[config.mk]
export PLATFORM = sky130hd
export DESIGN_NAME = spc_port
export DESIGN_NICKNAME = d
export VERILOG_FILES = /design/src/logic/spc_port.v
export VERILOG_INCLUDE_DIRS = /design/src /design/src/common
export SDC_FILE = /design/constraint.sdc
export NUM_CORES = 1
export LEC_CHECK = 0
export ABC_AREA = 1
export BUFFER_PORTS_ARGS = -buffer_cell sky130_fd_sc_hd__buf_2
export CAP_MARGIN = 20
export CORE_MARGIN = 4
export CORE_UTILIZATION = 51
export DETAILED_ROUTE_END_ITERATION = 7
export PLACE_DENSITY_LB_ADDON = 0.05
export SETUP_SLACK_MARGIN = 0.15
export SYNTH_ARGS = -nofsm -noshare
export SYNTH_HDL_FRONTEND = slang
export SYNTH_SLANG_ARGS = --single-unit
[constraint.sdc]
create_clock -name clk -period 4.4 [get_ports clk]
set_input_delay 0.88 -clock clk [delete_from_list [all_inputs] [get_ports clk]]
set_output_delay 0.88 -clock clk [all_outputs]
set_load 0.03 [all_outputs]
[src/common/spc_consts.vh]
/*
 * Constants of the serial port block: register indices and byte
 * addresses, field positions, reset values and clock-divider counts.
 * Included by the design module, the checker and the bench; holds definitions only.
 */
`ifndef SPC_CONSTS_VH
`define SPC_CONSTS_VH

// ----------------------------------------------------------------
// Register indices and byte addresses (byte address = 4 * index)
// ----------------------------------------------------------------
`define SPC_IDX_CONTROL 8'h2c
`define SPC_IDX_STATUS 8'h2d
`define SPC_IDX_DATA 8'h2e
`define SPC_ADDR_CONTROL 8'hb0
`define SPC_ADDR_STATUS 8'hb4
`define SPC_ADDR_DATA 8'hb8

// ----------------------------------------------------------------
// Control register fields
// ----------------------------------------------------------------
`define SPC_CTL_IRQ_EN 7
`define SPC_CTL_ENABLE 6
`define SPC_CTL_BIT_ORDER 5
`define SPC_CTL_ROLE 4
`define SPC_CTL_IDLE_LEVEL 3
`define SPC_CTL_PHASE 2
`define SPC_CTL_RATE_HI 1
`define SPC_CTL_RATE_LO 0
`define SPC_CTL_RESET 8'h00

// ----------------------------------------------------------------
// Status register fields, data register reset value
// ----------------------------------------------------------------
`define SPC_STA_DONE 7
`define SPC_STA_COLLISION 6
`define SPC_STA_DOUBLE 0
`define SPC_STA_RESET 8'h00
`define SPC_DATA_RESET 8'h00

// ----------------------------------------------------------------
// Serial clock half periods in core cycles (divisor / 2), and index of the last clock edge of a byte
// ----------------------------------------------------------------
`define SPC_HALF_DIV4 7'h02
`define SPC_HALF_DIV16 7'h08
`define SPC_HALF_DIV64 7'h20
`define SPC_HALF_DIV128 7'h40
`define SPC_HALF_DIV2 7'h01
`define SPC_HALF_DIV8 7'h04
`define SPC_HALF_DIV32 7'h10
`define SPC_EDGES_LAST 4'hf

`endif

[src/logic/spc_port.v]
/*
 * Byte-wide serial peripheral port, master or slave, with its control,
 * status and data registers on an APB slave.
 * Assumes one 50 MHz core clock, synchronous active-high reset, pin
 * inputs already synchronous to clk, and an external pad that resolves
 * each pin from its active-low output enable.
 */
// Added by the designer: the APB slave port.
`timescale 1ns/1ns
`include "spc_consts.vh"

module spc_port (
    input wire clk,
    input wire reset,
    input wire psel,
    input wire penable,
    input wire pwrite,
    input wire [7:0] paddr,
    input wire [31:0] pwdata,
    output reg [31:0] prdata,
    output reg pready,
    output reg pslverr,
    input wire global_irq_enable,
    input wire vector_ack,
    output reg irq_q,
    input wire ss_is_input,
    input wire ss_n_in,
    input wire sck_in,
    output reg sck_out_q,
    output reg sck_oe_n_q,
    input wire mosi_in,
    output reg mosi_out_q,
    output reg mosi_oe_n_q,
    input wire miso_in,
    output reg miso_out_q,
    output reg miso_oe_n_q
);

    reg [7:0] ctl_q;
    reg double_q;
    reg done_flag_q;
    reg coll_flag_q;
    reg arm_done_q;
    reg arm_coll_q;
    reg [7:0] rxbuf_q;
    reg [7:0] sr_q;
    reg [7:0] sr_d;
    reg [3:0] ecnt_q;
    reg [3:0] ecnt_d;
    reg pend_q;
    reg pend_d;
    reg inb_q;
    reg inb_d;
    reg busy_q;
    reg busy_d;
    reg done;
    reg sample;
    reg [6:0] div_q;
    reg [6:0] half;
    reg sck_prev_q;
    reg [7:0] rd_val;
    reg mapped;

    wire en = ctl_q[`SPC_CTL_ENABLE];
    wire master = ctl_q[`SPC_CTL_ROLE];
    wire lsb_first = ctl_q[`SPC_CTL_BIT_ORDER];
    wire clock_sample_phase = ctl_q[`SPC_CTL_PHASE];
    wire clock_idle_level = ctl_q[`SPC_CTL_IDLE_LEVEL];
    wire [1:0] rate = {ctl_q[`SPC_CTL_RATE_HI], ctl_q[`SPC_CTL_RATE_LO]};

    wire acc = psel && penable && pready;
    wire wr_ctl = acc && pwrite && paddr == `SPC_ADDR_CONTROL;
    wire wr_sta = acc && pwrite && paddr == `SPC_ADDR_STATUS;
    wire rd_sta = acc && !pwrite && paddr == `SPC_ADDR_STATUS;
    wire acc_data = acc && paddr == `SPC_ADDR_DATA;
    wire wr_data = acc_data && pwrite;

    // ----------------------------------------------------------------
    // Role, selection and transfer activity
    // ----------------------------------------------------------------
    // master mode fault
    wire fault = en && master && ss_is_input && !ss_n_in;
    wire slave_sel = en && !master && !ss_n_in;
    wire abort = !en || fault || (!master && ss_n_in);
    wire in_progress = master ? busy_q : (ecnt_q != 4'h0 || pend_q);
    wire start = wr_data && !in_progress;
    wire collide = wr_data && in_progress && en;
    wire in_bit = master ? miso_in : mosi_in;

    // ----------------------------------------------------------------
    // Serial clock rate
    // ----------------------------------------------------------------
    always @* begin
        if (double_q) begin
            case (rate)
                2'b00: half = `SPC_HALF_DIV2;
                2'b01: half = `SPC_HALF_DIV8;
                2'b10: half = `SPC_HALF_DIV32;
                default: half = `SPC_HALF_DIV64;
            endcase
        end else begin
            case (rate)
                2'b00: half = `SPC_HALF_DIV4;
                2'b01: half = `SPC_HALF_DIV16;
                2'b10: half = `SPC_HALF_DIV64;
                default: half = `SPC_HALF_DIV128;
            endcase
        end
    end

    // Slave edges need no filter: the far master keeps the clock slow
    // enough that each level lasts at least two core cycles.
    // slave clock edge detect
    wire slave_edge = slave_sel && sck_in != sck_prev_q;
    wire master_edge = en && master && busy_q && div_q == half - 7'h01;
    wire edge_ev = master ? master_edge : slave_edge;

    function [7:0] shift_in;
        input [7:0] v;
        input b;
        input lsb;
        begin
            shift_in = lsb ? {b, v[7:1]} : {v[6:0], b};
        end
    endfunction

    // ----------------------------------------------------------------
    // Shift engine, shared by both roles
    // ----------------------------------------------------------------
    always @* begin
        sr_d = sr_q;
        ecnt_d = ecnt_q;
        pend_d = pend_q;
        inb_d = inb_q;
        busy_d = busy_q;
        done = 1'b0;
        sample = 1'b0;
        if (abort) begin
            ecnt_d = 4'h0;
            pend_d = 1'b0;
            busy_d = 1'b0;
        end
        if (start) begin
            sr_d = pwdata[7:0];
            ecnt_d = 4'h0;
            pend_d = 1'b0;
            busy_d = en && master && !fault;
        end else if (edge_ev && !abort) begin
            // even edge count is the leading edge
            sample = ecnt_q[0] == clock_sample_phase;
            if (sample) begin
                if (ecnt_q == `SPC_EDGES_LAST) begin
                    sr_d = shift_in(sr_q, in_bit, lsb_first);
                    done = 1'b1;
                end else begin
                    inb_d = in_bit;
                    pend_d = 1'b1;
                end
            end else if (pend_q) begin
                sr_d = shift_in(sr_q, inb_q, lsb_first);
                pend_d = 1'b0;
                done = ecnt_q == `SPC_EDGES_LAST;
            end
            ecnt_d = ecnt_q + 4'h1;
            if (done) begin
                busy_d = 1'b0;
            end
        end
    end

    // ----------------------------------------------------------------
    // Shift engine and pin registers
    // ----------------------------------------------------------------
    always @(posedge clk) begin
        if (reset) begin
            sr_q <= `SPC_DATA_RESET;
            ecnt_q <= 4'h0;
            pend_q <= 1'b0;
            inb_q <= 1'b0;
            busy_q <= 1'b0;
            div_q <= 7'h00;
            sck_prev_q <= 1'b0;
            rxbuf_q <= `SPC_DATA_RESET;
            sck_out_q <= 1'b0;
            sck_oe_n_q <= 1'b1;
            mosi_out_q <= 1'b0;
            mosi_oe_n_q <= 1'b1;
            miso_out_q <= 1'b0;
            miso_oe_n_q <= 1'b1;
        end else begin
            sr_q <= sr_d;
            ecnt_q <= ecnt_d;
            pend_q <= pend_d;
            inb_q <= inb_d;
            busy_q <= busy_d;
            sck_prev_q <= sck_in;
            if (start || !busy_q || master_edge) begin
                div_q <= 7'h00;
            end else begin
                div_q <= div_q + 7'h01;
            end
            if (!busy_d) begin
                sck_out_q <= clock_idle_level;
            end else if (master_edge) begin
                sck_out_q <= ~sck_out_q;
            end
            // only finished bytes reach the buffer
            if (done) begin
                rxbuf_q <= sr_d;
            end
            sck_oe_n_q <= !(en && master && !fault);
            mosi_oe_n_q <= !(en && master && !fault);
            miso_oe_n_q <= !slave_sel;
            // data line holds through the closing sample edge
            if (!done) begin
                mosi_out_q <= lsb_first ? sr_d[0] : sr_d[7];
                miso_out_q <= lsb_first ? sr_d[0] : sr_d[7];
            end
        end
    end

    // ----------------------------------------------------------------
    // Register file and flags
    // ----------------------------------------------------------------
    always @* begin
        mapped = 1'b1;
        case (paddr)
            `SPC_ADDR_CONTROL: rd_val = ctl_q;
            `SPC_ADDR_STATUS: rd_val = {done_flag_q, coll_flag_q, 5'h00, double_q};
            `SPC_ADDR_DATA: rd_val = rxbuf_q;
            default: begin
                rd_val = 8'h00;
                mapped = 1'b0;
            end
        endcase
    end

    always @(posedge clk) begin
        if (reset) begin
            ctl_q <= `SPC_CTL_RESET;
            double_q <= 1'b0;
            done_flag_q <= 1'b0;
            coll_flag_q <= 1'b0;
            arm_done_q <= 1'b0;
            arm_coll_q <= 1'b0;
            prdata <= 32'h0000_0000;
            pready <= 1'b0;
            pslverr <= 1'b0;
            irq_q <= 1'b0;
        end else begin
            // No wait state: answer is prepared during the setup cycle
            pready <= psel && !penable;
            if (psel && !penable) begin
                prdata <= {24'h00_0000, rd_val};
                pslverr <= !mapped;
            end
            if (wr_ctl) begin
                ctl_q <= pwdata[7:0];
            end
            if (fault) begin
                ctl_q[`SPC_CTL_ROLE] <= 1'b0;
            end
            if (wr_sta) begin
                double_q <= pwdata[`SPC_STA_DOUBLE];
            end
            // arm on status read showing flags
            if (rd_sta) begin
                arm_done_q <= prdata[`SPC_STA_DONE] | prdata[`SPC_STA_COLLISION];
                arm_coll_q <= prdata[`SPC_STA_COLLISION];
            end else if (acc_data) begin
                arm_done_q <= 1'b0;
                arm_coll_q <= 1'b0;
            end
            if (done || fault) begin
                done_flag_q <= 1'b1;
            end else if (vector_ack || (acc_data && arm_done_q)) begin
                done_flag_q <= 1'b0;
            end
            if (collide) begin
                coll_flag_q <= 1'b1;
            end else if (acc_data && arm_coll_q) begin
                coll_flag_q <= 1'b0;
            end
            irq_q <= done_flag_q && ctl_q[`SPC_CTL_IRQ_EN] && global_irq_enable;
        end
    end

endmodule // spc_port

==> results of run 1 <==
final timing paths:
path	startpoint	slack (ns)	to
setup / recovery	paddr[0]	1.79	div_q[2]$_SDFF_PP0_
hold / removal	done_flag_q$_SDFFE_PP0P_	0.44	irq_q$_SDFF_PP0_
setup reg to reg	ctl_q[4]$_SDFFE_PP0P_	2.16	rxbuf_q[5]$_SDFFE_PP0P_
hold reg to reg	done_flag_q$_SDFFE_PP0P_	0.44	irq_q$_SDFF_PP0_
logic make-up (layout without fill, tap and decap cells):
| kind of cell | after synthesis | after routing | share of synthesized area [%] |
|---|---|---|---|
| adder cells (fa/ha/maj) | 3 | 3 | 1.13 |
| XOR/XNOR | 5 | 5 | 1.32 |
| flip-flops | 59 | 59 | 35.7 |
| AO/OA/AOI/OAI | 99 | 99 | 17.1 |
| AND/OR/NAND/NOR | 200 | 200 | 28.4 |
| buffers and inverters | 100 | 120 | 16.3 |
| other | 1 | 24 | 0.113 |
metrics by stage:
stage,util [%],worst slack (ns)
global route,56.9,1.57
floorplan,-,2.12
detailed placement,54.0,1.44
finish,56.9,1.79
CTS,56.9,1.79
global placement,54.0,1.48
placed cells by master, fill, tap and decap left out, types with 2 or more instances in the layout:
cell and n:
sky130_fd_sc_hd__inv_1 53, sky130_fd_sc_hd__o21ai_0 33, sky130_fd_sc_hd__xor2_1 4, sky130_fd_sc_hd__nand2_1 112, sky130_fd_sc_hd__inv_4 2, sky130_fd_sc_hd__ha_1 3, sky130_fd_sc_hd__o21ai_2 3, sky130_fd_sc_hd__nand3_1 19
sky130_fd_sc_hd__o211ai_1 8, sky130_fd_sc_hd__clkinv_2 2, sky130_fd_sc_hd__a21oi_1 43, sky130_fd_sc_hd__o22ai_1 2, sky130_fd_sc_hd__buf_2 44, sky130_fd_sc_hd__clkbuf_8 10, sky130_fd_sc_hd__nand4_1 4, sky130_fd_sc_hd__nand2_2 8
sky130_fd_sc_hd__conb_1 24, sky130_fd_sc_hd__nor3b_1 2, sky130_fd_sc_hd__nor2_1 33, sky130_fd_sc_hd__inv_2 6, sky130_fd_sc_hd__a21oi_2 5, sky130_fd_sc_hd__nor3_1 6, sky130_fd_sc_hd__dfxtp_1 59, sky130_fd_sc_hd__nand2_8 2
sky130_fd_sc_hd__nor2_2 4, sky130_fd_sc_hd__nor2_4 2
worst max-delay path: stages:
cell and delay, ns:
sky130_fd_sc_hd__buf_2 0.09, sky130_fd_sc_hd__inv_1 0.08, sky130_fd_sc_hd__nand2_4 0.07, sky130_fd_sc_hd__nor4_4 0.47, sky130_fd_sc_hd__nand2_2 0.10, sky130_fd_sc_hd__nor2_2 0.17, sky130_fd_sc_hd__nand2_2 0.18, sky130_fd_sc_hd__inv_2 0.25
sky130_fd_sc_hd__nor2_1 0.14, sky130_fd_sc_hd__nand3_1 0.28, sky130_fd_sc_hd__nor3b_1 0.09
state kept, by name, summed over array words and instances, names as in the netlist, 4 cells and up:
signal,flops
rxbuf_q,8
prdata,8
div_q,7
ecnt_q,4
ctl_q,8
sr_q,8
synthesized netlist by cell type (2+ instances only):
library cell and number:
sky130_fd_sc_hd__nand2_1 112, sky130_fd_sc_hd__dfxtp_1 59, sky130_fd_sc_hd__inv_1 53, sky130_fd_sc_hd__a21oi_1 43, sky130_fd_sc_hd__nor2_1 33, sky130_fd_sc_hd__o21ai_0 33
sky130_fd_sc_hd__buf_4 27, sky130_fd_sc_hd__nand3_1 19, sky130_fd_sc_hd__nand2_2 8, sky130_fd_sc_hd__o211ai_1 8, sky130_fd_sc_hd__inv_2 6, sky130_fd_sc_hd__nor3_1 6
sky130_fd_sc_hd__a21oi_2 5, sky130_fd_sc_hd__clkbuf_1 5, sky130_fd_sc_hd__nand4_1 4, sky130_fd_sc_hd__nor2_2 4, sky130_fd_sc_hd__xor2_1 4, sky130_fd_sc_hd__buf_6 3
sky130_fd_sc_hd__ha_1 3, sky130_fd_sc_hd__o21ai_2 3, sky130_fd_sc_hd__buf_12 2, sky130_fd_sc_hd__inv_4 2, sky130_fd_sc_hd__nand2_8 2, sky130_fd_sc_hd__nor2_4 2
sky130_fd_sc_hd__nor3b_1 2, sky130_fd_sc_hd__o22ai_1 2
per-layer routing:
layer | up-vias | share of wire [%] | global-route usage (%)
li1 | 1535 | - | -
met1 | 1321 | 45 | 29.7
met2 | 88 | 47 | 33.6
met3 | 12 | 6.6 | 4.19
met4 | 0 | 1.6 | 7.83
met5 | - | 0 | 0
cell type report:
cell class / count / area share (%)
clock inverters: 3 / 1.11
flip-flops and latches: 59 / 32.9
well taps: 77 / 2.68
multi-input cells: 331 / 46.6
clock buffers: 11 / 3.94
repair buffers: 44 / 6.13
inverters: 62 / 6.62
power groups by stage:
stage,combinational (mW),clock [mW],sequential [mW]
2_1_floorplan,0.0622,0,0.550
3_3_place_gp,0.0673,0,0.548
3_5_place_dp,0.0679,0,0.548
4_1_cts,0.0680,0.484,0.536
5_1_grt,0.0749,0.510,0.536
6_report,0.0682,0.477,0.536
==> reports/qor.log, run 1 <==
[layout] post-route cell area 3590 µm²
[layout] nets@finish 562
[clocking] number of clock sinks 59
[logic_synthesis] post-synthesis register bit count 59
[sta] Period Utilization, post-route 59.3%
[die] I/O pins 93
[die] full die area 7840 µm²
[clocking] number of gates resized after CTS 0
[logic_synthesis] ys async rst share 0%
[logic_synthesis] area leader, netlist sky130_fd_sc_hd__dfxtp_1
[layout] area taken by flip-flops and latches 1180 µm²
[power] Static Leakage 1.51 nW
[power] reported net switching power 0.263 mW
[setup_path] worst setup path category input port to flop
[place] RD Place Congestion 0.831
[detailed_routing] Vias 2,956
[detailed_routing] DR pass1 iterations 4
[power] sequential share of power 49.6%
[sta] final hold vios 0
[global_routing] maximum number of pins on one net before global-route repair 32
[clocking] clock tree from TritonCTS done
[layout] final standard cell count with taps included and fillers excluded 587
[layout] Filler Cell Count 648
[detailed_routing] wire length reported by the detailed router 7810 µm
[min_path] type of the tightest min-delay check flop to flop
[place] number of instances in the placed design 573
[run_status] status complete, no violations
[clocking] H-tree levels 3
[layout] Area growth, synth to finish 8.59%
[sta] setup-violating endpoint count in the final report 0
[logic_synthesis] number of enable-type register cells in the synthesized netlist 0
[power] combinational share of power 6.3%
[detailed_routing] detailed router's first-iteration violation count 170
[logic_synthesis] library cells used by synthesis 43
[clocking] post-CTS setup buffer count 0
[setup_path] data arrival time at the worst-slack endpoint 2.82 ns
[setup_path] count of cells along the worst register-to-register path 12
[global_routing] first-pass GRT wire length 12,900 µm
[power] overall power 1.08 mW
[power] Sw Ratio 24.3%
[logic_synthesis] leading register cell type out of synthesis sky130_fd_sc_hd__dfxtp_1
[power] clock share of power 44.1%
[logic_synthesis] Synth Cell Area 3310 µm²
[sta] final max-slew violation count 0
[power] Pwr per Cell Area 301 nW/µm²
[sta] fin crit period 2.61 ns
[global_routing] number of antenna violations at the first check in global routing 0
[clocking] deepest clock path buffer count 2
[flow_run] maximum capacitance violations 0
[detailed_routing] residual antenna-violating net count after detailed routing 0
[logic_synthesis] Yosys warning total 0
[clocking] Skew-Pair Late Insertion Delay 0.34 ns
[setup_path] Critical Path End Type flop
[layout] total area of multi-input combinational cells 1680 µm²
[sta] setup repair after global routing missed its margin no
[die] Row Count 29
[logic_synthesis] syn_area_per_cell 7.08 µm²
[detailed_routing] post-detailed-route via-to-cell ratio 5.04
[sta] Fmax achieved 0.383 GHz
[sta] actual slew at the worst max-slew pin 0.709 ns
[clocking] total clock buffers created by CTS 9
[setup_path] kind of launch point of the worst setup path input port
[detailed_routing] detailed-route DRC error count 0
[logic_synthesis] main area contributors after synthesis sky130_fd_sc_hd__dfxtp_1 36%, sky130_fd_sc_hd__nand2_1 13%, sky130_fd_sc_hd__a21oi_1 6.5%
[sta] setup clock skew after layout 0.00798 ns
[die] die width 88.5 µm
[clocking] CTS root buf sky130_fd_sc_hd__clkbuf_8
[power] Internal Dissipation 0.818 mW
[layout] number of antenna diodes 0
[clocking] hold bufs inserted after CTS 0
[die] Core Box Area 6310 µm²
[layout] layout cells sized above 1 18.6%
[setup_path] maximum fanout count along the critical path 11
[place] area of placed instances 3410 µm²
[die] starting density of the core 52.4%
[sta] Worst Hold Margin 0.439 ns
[logic_synthesis] synthesized instance count 467
[die] die height 88.5 µm
[sta] aggregate negative setup slack 0 ns
[setup_path] Worst Path Required 4.61 ns
[global_routing] aggregate global-route resource usage 21.6%
[logic_synthesis] area share of the largest cell type after synthesis 35.7%
[min_path] depth of the worst hold-timing path 2
[power] maximum VDD drop 198 µV
[detailed_routing] routed len/inst 13.3 µm
[global_routing] via count of the first global-routing pass 2,646
[place] Post-DP HPWL 5910 µm
[clocking] clock slew at reported path FFs 0.06 ns
[sta] relative slew slack 52.4%
[global_routing] Overflow after GRT 0
[place] count of input and output buffers 44
[logic_synthesis] Seq/Total Area, Yosys 35.7%
(Power assumes the default switching activity.)
==> inputs of run 2 (changes only) <==
- ABC_AREA: 1 -> 0
- clock period: 4.4 -> 2.7 ns (I/O delays scaled with it)
==> run 2 against run 1 <==
First-iteration DRC count decreased by 24%. Final area increased by 2.4%. Die area decreased by 1.9%. Power increased by 65%. Final cell count decreased by 13%. Global-route usage decreased by 0.78 points. Highest routed layer unchanged.
==> reports/qor.log, run 2 <==
[power] Pwr per Cell Area 486 nW/µm²
[layout] Area growth, synth to finish 13.6%
[detailed_routing] post-detailed-route via-to-cell ratio 5.37
[sta] relative slew slack 54.7%
[logic_synthesis] leading register cell type out of synthesis sky130_fd_sc_hd__dfxtp_1
[layout] number of antenna diodes 0
[layout] final standard cell count with taps included and fillers excluded 510
[clocking] clock tree from TritonCTS done
[die] die height 87.7 µm
[die] Row Count 28
[sta] final hold vios 0
[logic_synthesis] most common cell in the netlist sky130_fd_sc_hd__dfxtp_1
[power] overall power 1.79 mW
[global_routing] maximum number of pins on one net before global-route repair 32
[logic_synthesis] post-synthesis register bit count 59
[place] count of input and output buffers 44
[setup_path] data arrival time at the worst-slack endpoint 2.60 ns
[clocking] number of clock sinks 59
[logic_synthesis] ys async rst share 0%
[logic_synthesis] Yosys warning total 0
[sta] actual slew at the worst max-slew pin 0.677 ns
[sta] setup-violating endpoint count in the final report 0
[clocking] CTS root buf sky130_fd_sc_hd__clkbuf_8
[detailed_routing] residual antenna-violating net count after detailed routing 0
[layout] Core Util, Final 61.1%
[clocking] clock slew at reported path FFs 0.07 ns
[global_routing] first-pass GRT wire length 12,500 µm
[die] full die area 7690 µm²
[layout] layout cells sized above 1 20.9%
[die] I/O pins 93
[place] RD Place Congestion 0.792
[logic_synthesis] area leader, netlist sky130_fd_sc_hd__dfxtp_1
[setup_path] maximum fanout count along the critical path 7
[clocking] H-tree levels 3
[global_routing] Overflow after GRT 0
[clocking] total clock buffers created by CTS 9
[flow_run] maximum capacitance violations 0
[logic_synthesis] synth cell count leaders 59 x sky130_fd_sc_hd__dfxtp_1, 51 x sky130_fd_sc_hd__nor2_1, 28 x sky130_fd_sc_hd__a21oi_1, 28 x sky130_fd_sc_hd__mux2i_1
[setup_path] kind of launch point of the worst setup path flop
[global_routing] via count of the first global-routing pass 2,648
[logic_synthesis] area share of the largest cell type after synthesis 36.4%
[clocking] Skew-Pair Late Insertion Delay 0.34 ns
[layout] commonest non-fill, non-tap cell in the layout sky130_fd_sc_hd__dfxtp_1
[detailed_routing] wire length reported by the detailed router 7440 µm
[run_status] status complete, no violations
[global_routing] aggregate global-route resource usage 20.8%
[logic_synthesis] number of enable-type register cells in the synthesized netlist 0
[setup_path] Critical Path End Type flop
[logic_synthesis] Seq/Total Area, Yosys 36.4%
[logic_synthesis] Synth Cell Area 3240 µm²
[detailed_routing] detailed router's first-iteration violation count 129
[detailed_routing] detailed-route DRC error count 0
[sta] setup clock skew after layout 0.00682 ns
[layout] Filler Cell Count 572
[detailed_routing] routed len/inst 14.6 µm
[global_routing] number of antenna violations at the first check in global routing 0
[detailed_routing] Vias 2,737
[min_path] type of the tightest min-delay check input port to flop
[clocking] deepest clock path buffer count 2
[setup_path] Worst Path Required 2.92 ns
[sta] Fmax achieved 0.421 GHz
[die] die width 87.7 µm
[sta] fin crit period 2.38 ns
[sta] Period Utilization, post-route 88.0%
[power] Static Leakage 1.47 nW
[layout] post-route cell area 3680 µm²
[logic_synthesis] synthesized instance count 381
[setup_path] worst setup path category flop to flop
[logic_synthesis] main area contributors after synthesis sky130_fd_sc_hd__dfxtp_1 36%, sky130_fd_sc_hd__mux2i_1 8.6%, sky130_fd_sc_hd__buf_4 6.0%
[place] Post-DP HPWL 5610 µm
[die] starting density of the core 53.8%
[sta] final max-slew violation count 0
[power] maximum VDD drop 330 µV
[logic_synthesis] syn_area_per_cell 8.51 µm²
[sta] setup repair after global routing missed its margin no
[die] Core Box Area 6030 µm²
[sta] aggregate negative setup slack 0 ns
[layout] nets@finish 485
[detailed_routing] DR pass1 iterations 4
[place] number of instances in the placed design 492
[place] area of placed instances 3460 µm²
[layout] highest-count cells in the layout ignoring fill and taps 59 x sky130_fd_sc_hd__dfxtp_1, 51 x sky130_fd_sc_hd__nor2_1, 44 x sky130_fd_sc_hd__buf_2
[logic_synthesis] library cells used by synthesis 60
run 2: final timing paths:
check	end	slack, ns	start	cells after the start
worst max-delay path	miso_out_q$_SDFFE_PP0N_	0.32	div_q[4]$_SDFF_PP0_	7
worst min-delay path	sck_prev_q$_SDFF_PP0_	0.44	sck_in	2
worst max register to register	miso_out_q$_SDFFE_PP0N_	0.32	div_q[4]$_SDFF_PP0_	7
worst min register to register	coll_flag_q$_SDFFE_PP0P_	0.46	coll_flag_q$_SDFFE_PP0P_	2
run 2: layer usage:
| metal | track usage (%) | vias to the layer above | part of all wire [%] |
|---|---|---|---|
| li1 | - | 1389 | - |
| met1 | 28.4 | 1258 | 48 |
| met2 | 31.8 | 78 | 44 |
| met3 | 4.99 | 12 | 5.3 |
| met4 | 7.81 | 0 | 1.8 |
| met5 | 0 | - | 0 |
run 2: layout make-up:
cell class	count	area (µm²)	share of cell area, %
tap	75	93.8	2.55
sequential	59	1180	32.1
inverter	7	26.3	0.714
multi-input combinational	293	1850	50.2
timing repair buffer	60	340	9.25
clock inverter	7	68.8	1.87
clock buffer	9	124	3.37
run 2: report_power, final:
| group | internal (mW) | leakage, nW | switching, mW | total, mW |
|---|---|---|---|---|
| Sequential | 0.872 | 0.476 | 0.00110 | 0.873 |
| Combinational | 0.0304 | 0.904 | 0.0904 | 0.121 |
| Clock | 0.422 | 0.0950 | 0.372 | 0.794 |
| Total | 1.32 | 1.47 | 0.464 | 1.79 |
run 2: logic make-up (layout without fill, tap and decap cells):
| group | after synthesis | in the layout | share of synthesized area [%] |
|---|---|---|---|
| AOI/OAI and AO/OA | 80 | 80 | 17.1 |
| xor gates and xnor gates | 14 | 14 | 4.02 |
| muxes | 30 | 30 | 9.34 |
| and+or+nand+nor | 142 | 142 | 22.2 |
| DFF | 59 | 59 | 36.4 |
| buffers and inverters | 52 | 83 | 9.65 |
| other | 1 | 24 | 0.116 |
| adders and majority gates | 3 | 3 | 1.16 |
run 2: critical path: stages (launching register included):
cell                       delay [ns]
sky130_fd_sc_hd__dfxtp_1         0.45
sky130_fd_sc_hd__nor2b_1         0.21
sky130_fd_sc_hd__nor3_1          0.08
sky130_fd_sc_hd__o311ai_2        0.54
sky130_fd_sc_hd__a21oi_2         0.22
sky130_fd_sc_hd__a311o_1         0.36
sky130_fd_sc_hd__a31oi_1         0.27
sky130_fd_sc_hd__o211ai_1        0.14
run 2: metrics by stage:
stage,setup slack (ns),hold slack (ns)
final,0.324,0.441
after global routing,0.171,0.445
after CTS,0.207,0.430
after detailed placement,0.169,0.453
after global placement,0.217,0.447
after floorplan,0.492,0.432
run 2: what timing repair did:
action / 4_1_cts / 5_1_grt
setup endpoints to repair: 0 / 9
hold buffers: 0 / 0
setup buffers: 0 / 2
gates resized for setup: 0 / 1
==> inputs of run 3 (changes only) <==
- MAX_ROUTING_LAYER: not set -> met4
- SETUP_SLACK_MARGIN: 0.15 -> not set
==> run 3 against run 2 <==
Wire length increased by 0.34%. Die area unchanged. Global-route usage grew 0.64 points. Critical endpoint unchanged. Largest cell class unchanged. Largest power group unchanged. Highest routed layer unchanged.
==> reports/qor.log, run 3 (synthesis results as in run 2) <==
[setup_path] reg-to-reg critical path startpoint ecnt_q[0]$_SDFFE_PP0P_
[min_path] type of the tightest min-delay check input port to flop
[run_status] status complete, no violations
[clocking] clock slew at reported path FFs 0.07 ns
[global_routing] maximum number of pins on one net before global-route repair 32
[setup_path] Critical Path End Type flop
[die] die height 87.7 µm
[global_routing] aggregate global-route resource usage 21.4%
[sta] actual slew at the worst max-slew pin 0.664 ns
[detailed_routing] detailed-route DRC error count 0
[layout] Area growth, synth to finish 12.7%
[clocking] number of gates resized after CTS 0
[clocking] total clock buffers created by CTS 9
[setup_path] kind of launch point of the worst setup path flop
[clocking] post-CTS setup buffer count 0
[sta] final max-slew violation count 0
[clocking] deepest clock path buffer count 2
[layout] highest-count cells in the layout ignoring fill and taps 59 x sky130_fd_sc_hd__dfxtp_1, 51 x sky130_fd_sc_hd__nor2_1, 44 x sky130_fd_sc_hd__buf_2
[sta] aggregate negative setup slack 0 ns
[setup_path] critical path launch point ecnt_q[0]$_SDFFE_PP0P_
[sta] Period Utilization, post-route 92.3%
[sta] post-layout worst setup margin 0.208 ns
[sta] final hold vios 0
[layout] Core Util, Final 60.6%
[place] Post-DP HPWL 5610 µm
[sta] Fmax achieved 0.401 GHz
[clocking] CTS root buf sky130_fd_sc_hd__clkbuf_8
[clocking] H-tree levels 3
[power] maximum VDD drop 330 µV
[sta] setup repair after global routing missed its margin no
[detailed_routing] routed len/inst 14.7 µm
[place] minimum setup slack after placement 0.169 ns
[detailed_routing] detailed router's first-iteration violation count 148
[die] starting density of the core 53.8%
[detailed_routing] DR pass1 iterations 4
[setup_path] maximum fanout count along the critical path 7
[min_path] worst min-delay path startpoint sck_in
[global_routing] number of antenna violations at the first check in global routing 0
[setup_path] data arrival time at the worst-slack endpoint 2.76 ns
[clocking] clock tree from TritonCTS done
[global_routing] first-pass GRT wire length 12,500 µm
[detailed_routing] residual antenna-violating net count after detailed routing 0
[place] count of input and output buffers 44
[power] Static Leakage 1.47 nW
[place] area of placed instances 3460 µm²
[sta] fin crit period 2.49 ns
[sta] setup-violating endpoint count in the final report 0
[clocking] Skew-Pair Late Insertion Delay 0.34 ns
[die] full die area 7690 µm²
[die] Core Box Area 6030 µm²
[die] Row Count 28
[detailed_routing] wire length reported by the detailed router 7460 µm
[layout] nets@finish 483
[setup_path] worst setup path category flop to flop
[layout] commonest non-fill, non-tap cell in the layout sky130_fd_sc_hd__dfxtp_1
[die] I/O pins 93
[detailed_routing] post-detailed-route via-to-cell ratio 5.42
[place] RD Place Congestion 0.803
[die] die width 87.7 µm
[global_routing] via count of the first global-routing pass 2,646
[clocking] number of clock sinks 59
[layout] number of antenna diodes 0
[layout] layout cells sized above 1 20.6%
[sta] setup clock skew after layout 0.00723 ns
[power] Pwr per Cell Area 489 nW/µm²
[clocking] hold bufs inserted after CTS 0
[detailed_routing] Vias 2,755
[global_routing] Overflow after GRT 0
[sta] relative slew slack 55.7%
[setup_path] Worst Path Required 2.97 ns
[flow_run] maximum capacitance violations 0
[layout] post-route cell area 3650 µm²
==> run 3: changes by cell type in the layout (fill, tap and decap cells not counted) <==
cell / previous run / this run
sky130_fd_sc_hd__buf_4: 16 / 14
sky130_fd_sc_hd__a2111oi_2: 1 / 2
sky130_fd_sc_hd__a2111oi_4: 1 / 0
==> run 3: final timing paths <==
kind | slack [ns] | cells past startpoint | to
worst max-delay path | 0.21 | 11 | miso_out_q$_SDFFE_PP0N_
worst min-delay path | 0.44 | 2 | sck_prev_q$_SDFF_PP0_
worst max register to register | 0.21 | 11 | miso_out_q$_SDFFE_PP0N_
worst min register to register | 0.46 | 2 | coll_flag_q$_SDFFE_PP0P_
==> run 3: area by class of cell <==
class / instances / area [µm²]
multi-input combinational: 293 / 1830
timing repair buffer: 58 / 325
sequential: 59 / 1180
fill: 574 / 2370
inverter: 7 / 26.3
tap: 75 / 93.8
clock inverter: 7 / 68.8
clock buffer: 9 / 124
==> run 3: report_power, final <==
group	internal [mW]	total (mW)	switching, mW
Sequential	0.872	0.873	0.00109
Combinational	0.0304	0.121	0.0904
Clock	0.422	0.792	0.370
==> run 3: layer usage <==
metal  wire length, µm  GRT usage [%]
met1              3540           28.4
met5                 0              -
met3               477           4.99
met2              3280           31.8
met4               163           7.81
==> run 3: worst max-delay path, stage by stage, from the launching register on <==
cell and delay, ns:
sky130_fd_sc_hd__dfxtp_1 0.45, sky130_fd_sc_hd__inv_1 0.08, sky130_fd_sc_hd__ha_1 0.21, sky130_fd_sc_hd__nand2b_1 0.07, sky130_fd_sc_hd__nor4_1 0.05, sky130_fd_sc_hd__buf_4 0.16, sky130_fd_sc_hd__o211ai_1 0.55, sky130_fd_sc_hd__buf_4 0.24
sky130_fd_sc_hd__nand3_1 0.10, sky130_fd_sc_hd__mux2i_1 0.25, sky130_fd_sc_hd__o211ai_1 0.15, sky130_fd_sc_hd__o211ai_1 0.10
==> run 3: through the flow <==
step                instances  power [mW]  hold WS, ns
floorplan                 404        1.00        0.432
CTS                       508        1.80        0.430
global route              508        1.86        0.445
global placement          492        1.01        0.447
detailed placement        492        1.01        0.453
finish                    508        1.79        0.442
